<file path="src/verilog/fts_defines.vh">
`ifndef FTS_DEFINES_VH
`define FTS_DEFINES_VH

// ****************************************
// Register indexes, byte address is four times these
// ****************************************
`define FTS_IDX_FAN 8'h56
`define FTS_IDX_CLK_CTL 8'h58
`define FTS_IDX_TACH_COUNT 8'h59
`define FTS_IDX_TACH_PRELOAD 8'h5b

// ****************************************
// Reset values
// ****************************************
`define FTS_RST_FAN 8'h00
`define FTS_RST_CLK_CTL 8'h10
`define FTS_RST_TACH_COUNT 8'h00
`define FTS_RST_TACH_PRELOAD 8'h00

// ****************************************
// Field positions
// ****************************************
`define FTS_CTL_SRC_BIT 0
`define FTS_CTL_MULT_BIT 2
`define FTS_CTL_DIV_HI 5
`define FTS_CTL_DIV_LO 4
`define FTS_CTL_WR_MASK 8'h35
`define FTS_FAN_FORCE_BIT 0
`define FTS_FAN_DUTY_HI 6
`define FTS_FAN_DUTY_LO 1
`define FTS_FAN_CLKSEL_BIT 7

// ****************************************
// Counter limits
// ****************************************
`define FTS_TACH_MAX 8'hff
`define FTS_PWM_LAST 6'h3f
`define FTS_DIV_1 4'h1
`define FTS_DIV_2 4'h2
`define FTS_DIV_4 4'h4
`define FTS_DIV_8 4'h8

`endif

</file>
<file path="src/verilog/fts_top.v">
`timescale 1ns/1ns
`include "fts_defines.vh"

module fts_top #(
    parameter [7:0] FAN_STEP_00 = 8'h80,
    parameter [7:0] FAN_STEP_01 = 8'h40,
    parameter [7:0] FAN_STEP_10 = 8'h20,
    parameter [7:0] FAN_STEP_11 = 8'h10
) (
    input wire ref_clk,
    input wire rst,
    input wire [9:0] avs_address,
    input wire avs_read,
    input wire avs_write,
    input wire [31:0] avs_writedata,
    input wire [3:0] avs_byteenable,
    output reg [31:0] avs_readdata,
    output wire avs_waitrequest,
    input wire fan_tach_in,
    output reg fan_drive_out
);

    // ****************************************
    // Helper functions
    // ****************************************
    function [7:0] fts_step_len;
        input clk_sel;
        input src_sel;
        input mult;
        reg [7:0] base;
        reg [7:0] len;
        begin
            case ({clk_sel, src_sel})
                2'b00: base = FAN_STEP_00;
                2'b01: base = FAN_STEP_01;
                2'b10: base = FAN_STEP_10;
                default: base = FAN_STEP_11;
            endcase
            // Halving the step length doubles the output rate
            if (mult) begin
                len = {1'b0, base[7:1]};
            end else begin
                len = base;
            end
            // A zero length would wrap the compare to 8'hff and stretch each step to 256 counts
            if (len == 8'h00) begin
                len = 8'h01;
            end
            fts_step_len = len;
        end
    endfunction

    function [3:0] fts_div_len;
        input [1:0] div_sel;
        begin
            case (div_sel)
                2'b00: fts_div_len = `FTS_DIV_1;
                2'b01: fts_div_len = `FTS_DIV_2;
                2'b10: fts_div_len = `FTS_DIV_4;
                default: fts_div_len = `FTS_DIV_8;
            endcase
        end
    endfunction

    // One-hot hit on the four implemented registers, shared by read and write
    function [3:0] fts_reg_sel;
        input [7:0] idx;
        begin
            case (idx)
                `FTS_IDX_FAN: fts_reg_sel = 4'h1;
                `FTS_IDX_CLK_CTL: fts_reg_sel = 4'h2;
                `FTS_IDX_TACH_COUNT: fts_reg_sel = 4'h4;
                `FTS_IDX_TACH_PRELOAD: fts_reg_sel = 4'h8;
                default: fts_reg_sel = 4'h0;
            endcase
        end
    endfunction

    // ****************************************
    // Declarations
    // ****************************************
    reg ack_q;
    wire ack_d;
    reg [7:0] fan_q;
    reg [7:0] clk_ctl_q;
    reg [7:0] tach_count_q;
    reg [7:0] tach_preload_q;
    reg [7:0] step_cnt_q;
    reg [7:0] step_cnt_d;
    reg [5:0] phase_q;
    reg [5:0] phase_d;
    reg fan_drive_d;
    reg tach_meta_q;
    reg tach_sync_q;
    reg tach_prev_q;
    reg [7:0] tach_run_q;
    reg [7:0] tach_run_d;
    reg [3:0] tach_div_cnt_q;
    reg [3:0] tach_div_cnt_d;
    reg [7:0] tach_count_d;
    reg [31:0] readdata_d;
    wire [7:0] reg_index;
    wire [3:0] reg_sel;
    wire bus_req;
    wire wr_commit;
    wire wr_low;
    wire wr_fan;
    wire wr_ctl;
    wire wr_preload;
    wire [7:0] step_len;
    wire step_tick;
    wire [3:0] div_len;
    wire div_tick;
    wire tach_edge;
    wire [5:0] duty;

    // ****************************************
    // Avalon slave
    // ****************************************
    assign reg_index = avs_address[9:2];
    assign reg_sel = fts_reg_sel(reg_index);
    assign bus_req = avs_read | avs_write;
    // One wait state, so read data is settled before waitrequest drops
    assign avs_waitrequest = bus_req & ~ack_q;
    assign ack_d = bus_req & ~ack_q;
    assign wr_commit = avs_write & ack_q;
    assign wr_low = wr_commit & avs_byteenable[0];
    // Writes to the count register and to holes fall through here
    assign wr_fan = wr_low & reg_sel[0];
    assign wr_ctl = wr_low & reg_sel[1];
    assign wr_preload = wr_low & reg_sel[3];

    always @* begin
        readdata_d = avs_readdata;
        if (avs_read & ~ack_q) begin
            readdata_d = 32'h0000_0000;
            case (reg_sel)
                4'h1: begin
                    readdata_d[7:0] = fan_q;
                end
                4'h2: begin
                    readdata_d[7:0] = clk_ctl_q;
                end
                4'h4: begin
                    readdata_d[7:0] = tach_count_q;
                end
                4'h8: begin
                    readdata_d[7:0] = tach_preload_q;
                end
                default: begin
                    readdata_d = 32'h0000_0000;
                end
            endcase
        end
    end

    always @(posedge ref_clk) begin
        if (rst) begin
            ack_q <= 1'b0;
            avs_readdata <= 32'h0000_0000;
        end else begin
            ack_q <= ack_d;
            avs_readdata <= readdata_d;
        end
    end

    // ****************************************
    // Control registers, loaded with their reset values (clock control 8'h10) by standby power-on reset
    // ****************************************
    always @(posedge ref_clk) begin
        if (rst) begin
            fan_q <= `FTS_RST_FAN;
            clk_ctl_q <= `FTS_RST_CLK_CTL;
            tach_preload_q <= `FTS_RST_TACH_PRELOAD;
        end else begin
            if (wr_fan) begin
                fan_q <= avs_writedata[7:0];
            end
            if (wr_ctl) begin
                // Reserved bits are kept at zero
                clk_ctl_q <= avs_writedata[7:0] & `FTS_CTL_WR_MASK;
            end
            if (wr_preload) begin
                tach_preload_q <= avs_writedata[7:0];
            end
        end
    end

    // ****************************************
    // Fan drive generator
    // ****************************************
    assign step_len = fts_step_len(fan_q[`FTS_FAN_CLKSEL_BIT],
                                   clk_ctl_q[`FTS_CTL_SRC_BIT],
                                   clk_ctl_q[`FTS_CTL_MULT_BIT]);
    assign step_tick = (step_cnt_q >= step_len - 8'h01);
    assign duty = fan_q[`FTS_FAN_DUTY_HI:`FTS_FAN_DUTY_LO];

    always @* begin
        step_cnt_d = step_cnt_q + 8'h01;
        phase_d = phase_q;
        if (step_tick) begin
            // Compare with >= so a shorter new length takes effect at once
            step_cnt_d = 8'h00;
            phase_d = phase_q + 6'h01;
        end
    end

    always @* begin
        if (fan_q[`FTS_FAN_FORCE_BIT]) begin
            fan_drive_d = 1'b1;
        end else begin
            // Duty 0 never beats the phase, duty 63 loses only phase 63
            fan_drive_d = (phase_q < duty);
        end
    end

    always @(posedge ref_clk) begin
        if (rst) begin
            step_cnt_q <= 8'h00;
            phase_q <= 6'h00;
            fan_drive_out <= 1'b0;
        end else begin
            step_cnt_q <= step_cnt_d;
            phase_q <= phase_d;
            fan_drive_out <= fan_drive_d;
        end
    end

    // ****************************************
    // Tachometer input synchroniser
    // ****************************************
    always @(posedge ref_clk) begin
        if (rst) begin
            tach_meta_q <= 1'b0;
            tach_sync_q <= 1'b0;
            tach_prev_q <= 1'b0;
        end else begin
            // Nothing but the second flop reads the first, which may go metastable
            tach_meta_q <= fan_tach_in;
            tach_sync_q <= tach_meta_q;
            tach_prev_q <= tach_sync_q;
        end
    end

    // Rising edges mark pulse boundaries
    // A pin already high at reset release gives one edge that latches one
    assign tach_edge = tach_sync_q & ~tach_prev_q;

    // ****************************************
    // Tachometer counter
    // ****************************************
    assign div_len = fts_div_len(clk_ctl_q[`FTS_CTL_DIV_HI:`FTS_CTL_DIV_LO]);
    assign div_tick = (tach_div_cnt_q >= div_len - 4'h1);

    always @* begin
        tach_run_d = tach_run_q;
        tach_div_cnt_d = tach_div_cnt_q + 4'h1;
        tach_count_d = tach_count_q;
        if (tach_edge) begin
            tach_count_d = tach_run_q;
        end
        if (wr_preload) begin
            // Reading stays doubtful for one pulse after this restart
            tach_run_d = avs_writedata[7:0];
            tach_div_cnt_d = 4'h0;
        end else if (tach_edge) begin
            tach_run_d = tach_preload_q;
            tach_div_cnt_d = 4'h0;
        end else if (div_tick) begin
            tach_div_cnt_d = 4'h0;
            if (tach_run_q != `FTS_TACH_MAX) begin
                tach_run_d = tach_run_q + 8'h01;
            end
        end
    end

    always @(posedge ref_clk) begin
        if (rst) begin
            tach_run_q <= 8'h00;
            tach_div_cnt_q <= 4'h0;
            tach_count_q <= `FTS_RST_TACH_COUNT;
        end else begin
            tach_run_q <= tach_run_d;
            tach_div_cnt_q <= tach_div_cnt_d;
            tach_count_q <= tach_count_d;
        end
    end

endmodule // fts_top

</file>
<file path="config.mk">
export PLATFORM = sky130hd
export DESIGN_NAME = fts_top
export DESIGN_NICKNAME = d
export VERILOG_FILES = /design/src/verilog/fts_top.v
export VERILOG_INCLUDE_DIRS = /design/src /design/src/verilog
export SDC_FILE = /design/constraint.sdc
export NUM_CORES = 1
export LEC_CHECK = 0
export BUFFER_PORTS_ARGS = -buffer_cell sky130_fd_sc_hd__buf_2
export CAP_MARGIN = 10
export CORE_MARGIN = 3
export CORE_UTILIZATION = 30
export DETAILED_ROUTE_END_ITERATION = 8
export GPL_TIMING_DRIVEN = 0
export HOLD_SLACK_MARGIN = 0.12
export PLACE_DENSITY = 0.55
export SKIP_LAST_GASP = 1
export SYNTH_ARGS = -nofsm -noshare
export SYNTH_HDL_FRONTEND = slang
export SYNTH_SLANG_ARGS = --single-unit
</file>
<file path="constraint.sdc">
create_clock -name ref_clk -period 2.4 [get_ports ref_clk]
set_clock_uncertainty 0.15 [all_clocks]
set_input_delay 0.12 -clock ref_clk [delete_from_list [all_inputs] [get_ports ref_clk]]
set_output_delay 0.12 -clock ref_clk [all_outputs]
set_load 0.005 [all_outputs]
</file>
# After elaboration in Yosys (flattened, before gate mapping)
# Cells that the tools add are included.
# word_totals
reg_bits	67
in_bits	51
out_inout_bits	34
word_cells	66
# classes
add_sub_neg	6
magnitude_cmp	3
eq_ne	13
muxes	11
bitwise	11
reduce_logical	8
# op_table
op	count
8-bit 2-to-1 mux	6
8-bit by 7-bit equality test with 1-bit output, second input constant	4
8-bit case mux with 4 select lines	1
8-bit case mux with 3 select lines	1
8-bit by 1-bit adder with 8-bit output, second input constant	2
4-bit case mux with 4 select lines	1
4-bit case mux with 3 select lines	1
1-bit AND	8
8-bit >= comparator	1
8-bit logical NOT	1
8-bit != test, second input constant	1
8-bit by 1-bit subtractor with 8-bit output, second input constant	1
6-bit by 1-bit adder with 6-bit output, second input constant	1
6-bit < comparator	1
3-bit nonzero test	2
4-bit by 1-bit adder with 4-bit output, second input constant	1
2-bit by 1-bit equality test with 1-bit output, second input constant	2
2-bit equality test, second input constant	2
4-bit by 1-bit equality test with 1-bit output, second input constant	1
4-bit by 2-bit equality test with 1-bit output, second input constant	1
4-bit by 3-bit equality test with 1-bit output, second input constant	1
4-bit equality test, second input constant	1
4-bit >= comparator	1
2-bit logical NOT	2
7 further kinds	8

# Depth between registers and ports, before layout
# depth
ltp_word	8
ltp_mapped	8
mapped_depth_nobuf	7

# Worst setup path after synthesis
# OpenSTA, ideal clock, no wires.
# synth_path
kind	reg-to-reg
start	register clk_ctl_q[5]
end	register tach_run_q[4]
setup_ps	124
t_arrival_ps	1963
required_ps	2126
path_slack_ps	163
stages_incl_launch_ff	9
n_path_buf	1
period_less_slack_ps	2237
path_cell_list	dfxtp_1 or2_2 ha_1 nand2b_1 a2111o_1 a31o_2 buf_4 o21ai_0 a31oi_1
# synth_between
elab_chain_len	6
word_cells_on_any_way	8
cone_classes	add/sub (1); order compare (1); eq/ne (2); mux (1); reduce/logical (3)
# synth_lines
item	line_no	rtl
start: declaration	fts_top.v:85	reg [7:0] clk_ctl_q;
start signal: assignment	fts_top.v:173	clk_ctl_q <= `FTS_RST_CLK_CTL;
start signal: assignment	fts_top.v:181	clk_ctl_q <= avs_writedata[7:0] & `FTS_CTL_WR_MASK;
2-bit equality test (tied with other cells)	fts_top.v:56	case (div_sel)
4-bit case mux with 3 select lines (*)	fts_top.v:56	
4-bit by 1-bit subtractor with 4-bit output (*)	fts_top.v:253	assign div_tick = (tach_div_cnt_q >= div_len - 4'h1);
4-bit >= comparator (*)	fts_top.v:253	
3-bit nonzero test (no source line) (*)	n/a	
2-bit AND reduction (no source line) (*)	n/a	
end signal: assignment	fts_top.v:283	tach_run_q <= tach_run_d;
end: declaration	fts_top.v:96	reg [7:0] tach_run_q;
# Every way passes the cells marked *; elsewhere a longest branch is shown, timed or not.
# A chain may end at the register's enable or synchronous reset.

# Worst setup path in the final report
# layout_path
start	register clk_ctl_q[5]
end	register tach_run_q[1]
# Same word-level chain as after synthesis.

==> reports/results.txt <==
largest net degree at the start of global routing: 13
DRT antenna net count: 0
first-pass GRT wire length: 14400 microns
initial core utilization: 0.310
Clock Root Buffer: clkbuf_16
Yosys cell types: 47
Static Leak: 1.83 nW
Final HPWL DP: 6450 microns
FF-to-FF setup slack: 80 ps
routed wire length: 8430 microns
Reg-to-Reg Start: clk_ctl_q[5]
footprint of the multi-input gates: 1880 sq um
H-tree depth: 3
# DRC: 0
DR iter-0 viols: 213
Boundary Pins: 85
synthesized area: 3410 sq um
Least-Margin Pin Slew: 645 ps
Crit. End Element: flip-flop
clock-pin slew on the worst setup and hold paths: 60 ps
Avg Vias per Cell: 4.73
max-cap violations: 0
Pre-antenna DRT Iters: 5
hold depth: 3
most common cell in the netlist: dfxtp_1
ys flop type: dfxtp_1
main area contributors after synthesis: dfxtp_1, ha_1, buf_4, nand2_1, nor2_1
vias in the first global route: 2824
post-synth top area share: 0.394
Clock Path Buffers: 2
Num CTS Buffers: 9
PD cells: 759 nW/um^2
pre-CTS setup slack: -7.15 ps
total power: 3.25 mW
Synth Register Bits: 67
max-slew violations: 0
Setup crit start: clk_ctl_q[5]
die footprint: 12700 sq um
Fill cells: 1119
Worst Path Arrival: 2370 ps
cell taking the most area after synthesis: dfxtp_1
Final Critical Period: 2320 ps
RSZ-0062 raised after global routing: yes
routed vias: 2905
register area: 1340 sq um
row count: 38
Ys Warns: 0
Post-synth EDFFs: 0
sequential element share of the synthesized area: 0.394
Critical Path Source Type: flip-flop
IO buf count: 30
Peak VDD IR: 0.000355 V
CP Data Required Time: 2450 ps
setup violators final: 0
smallest setup slack after layout: 82.5 ps
GRT Residual Overflow: 0
Reg2Reg Depth: 8
Syn-to-layout area delta: 25.6%
Die X: 113 microns
Max Fclk: 432 MHz
Avg Inst Size Synth: 8.69 sq um
Rel. slew slack: 0.569
Num Clock Sinks: 67
wire per inst: 13.7 microns
Setup crit end: tach_run_q[1]
CTS tree: done
status: finished clean
Fin. Hold Viols: 0
clk_lat worst skew: 330 ps
final worst-path cycle share: 0.966
initial antenna violation count: 0
diodes inserted: 0
WS Path Type: reg2reg
GPL Wtd Cong: 0.841
Commonest cells post-synth: dfxtp_1, nand2_1, nor2_1
setup_tns: 0 ps
Syn Inst Count: 392
GRT Util Overall: 0.140
async set or reset register ratio after synthesis: 0
layout cells sized above 1: 0.184
core box area: 11000 sq um
Die Ht: 113 microns
Critical Path Fanout Max: 5
hold crit path type: in2reg
final net count: 539
RR Endpoint: tach_run_q[1]
power breakdown:
part	total [mW]	internal (mW)	leakage, nW	switching [mW]
combinational	0.644	0.341	1.14	0.304
clock	1.32	0.831	0.145	0.487
sequential	1.29	1.19	0.544	0.0927
total	3.25	2.36	1.83	0.883
worst max-delay path, stage by stage (launching register included):
cell and delay [ps]:
dfxtp_2 340, or2_2 290, ha_1 260, nand2b_1 140
a2111o_1 400, a31o_4 270, buf_12 130, mux2i_1 160
nor2_1 50
stage by stage:
| step | hold WS [ps] | util | std cells | cell area [sq um] |
|---|---|---|---|---|
| after CTS | 146 | 0.387 | 613 | 4250 |
| after global routing | 191 | 0.390 | 614 | 4280 |
| after detailed placement | 195 | 0.348 | 586 | 3820 |
| final | 156 | 0.390 | 614 | 4280 |
| after floorplan | 98.2 | - | 416 | 3500 |
| after global placement | 185 | 0.348 | 586 | 3820 |
worst min-delay path by stage:
stage                      from           endpoint  slack [ps]
finish                      rst  tach_div_cnt_q[1]         160
detailed placement  fan_tach_in        tach_meta_q         190
CTS                         rst       clk_ctl_q[4]         150
global route                rst  tach_div_cnt_q[1]         190
floorplan           fan_tach_in        tach_meta_q         100
global placement    fan_tach_in        tach_meta_q         180
flip-flops by register name (all words and copies together) (netlist names), 4 cells and up:
register / cells
tach_count_q: 8
avs_readdata: 8
tach_run_q: 8
tach_div_cnt_q: 4
tach_preload_q: 8
clk_ctl_q: 4
step_cnt_q: 8
phase_q: 6
fan_q: 8
cell type report:
class / count / area share
clock inverter: 6 / 0.0149
sequential: 67 / 0.314
clock buffer: 10 / 0.0558
tap: 140 / 0.0409
timing repair buffer: 42 / 0.0655
multi-input combinational: 297 / 0.439
inverter: 11 / 0.00965
buffer: 41 / 0.0602
per-layer routing:
layer  part of all wire  vias up  global-route usage
li1                   -     1476                   -
met1               0.46     1349               0.184
met2               0.48       76               0.232
met3              0.059        4              0.0296
met4             0.0017        0              0.0377
met5                  0        -                   0
cells in the final DEF, fill, tap and decap left out, drive strengths merged, types with 4 or more instances in the layout:
master,n
a222oi,8
conb,26
ha,19
buf,61
or3,5
and3,7
a31oi,6
inv,12
dlygate4sd3,11
mux2i,14
dfxtp,67
a211oi,5
xor2,13
o21ai,11
xnor2,6
a21oi,30
clkbuf,21
o211ai,5
nand2b,8
nand2,47
nor2,41
a22oi,4
nor2b,6
nand3,10
timing repair:
action	in CTS	in global routing
cloned	0	0
endpoints found under the setup margin	1	21
hold buffers	11	0
resized for setup	2	5
setup buffers	0	1
endpoints found under the hold margin	30	0
pin swaps	0	2
kinds of logic (layout without fill, tap and decap cells):
group / Yosys count / count (layout) / synth area share
multiplexers: 16 / 16 / 0.0477
XOR/XNOR: 19 / 19 / 0.0488
AND/OR/NAND/NOR: 135 / 135 / 0.191
flip-flops: 67 / 67 / 0.394
buffers and inverters: 52 / 110 / 0.0866
adder cells (fa/ha/maj): 19 / 19 / 0.0698
other: 2 / 26 / 0.00220
AO/OA/AOI/OAI: 82 / 82 / 0.160
Power figures use the tool's default switching activity.
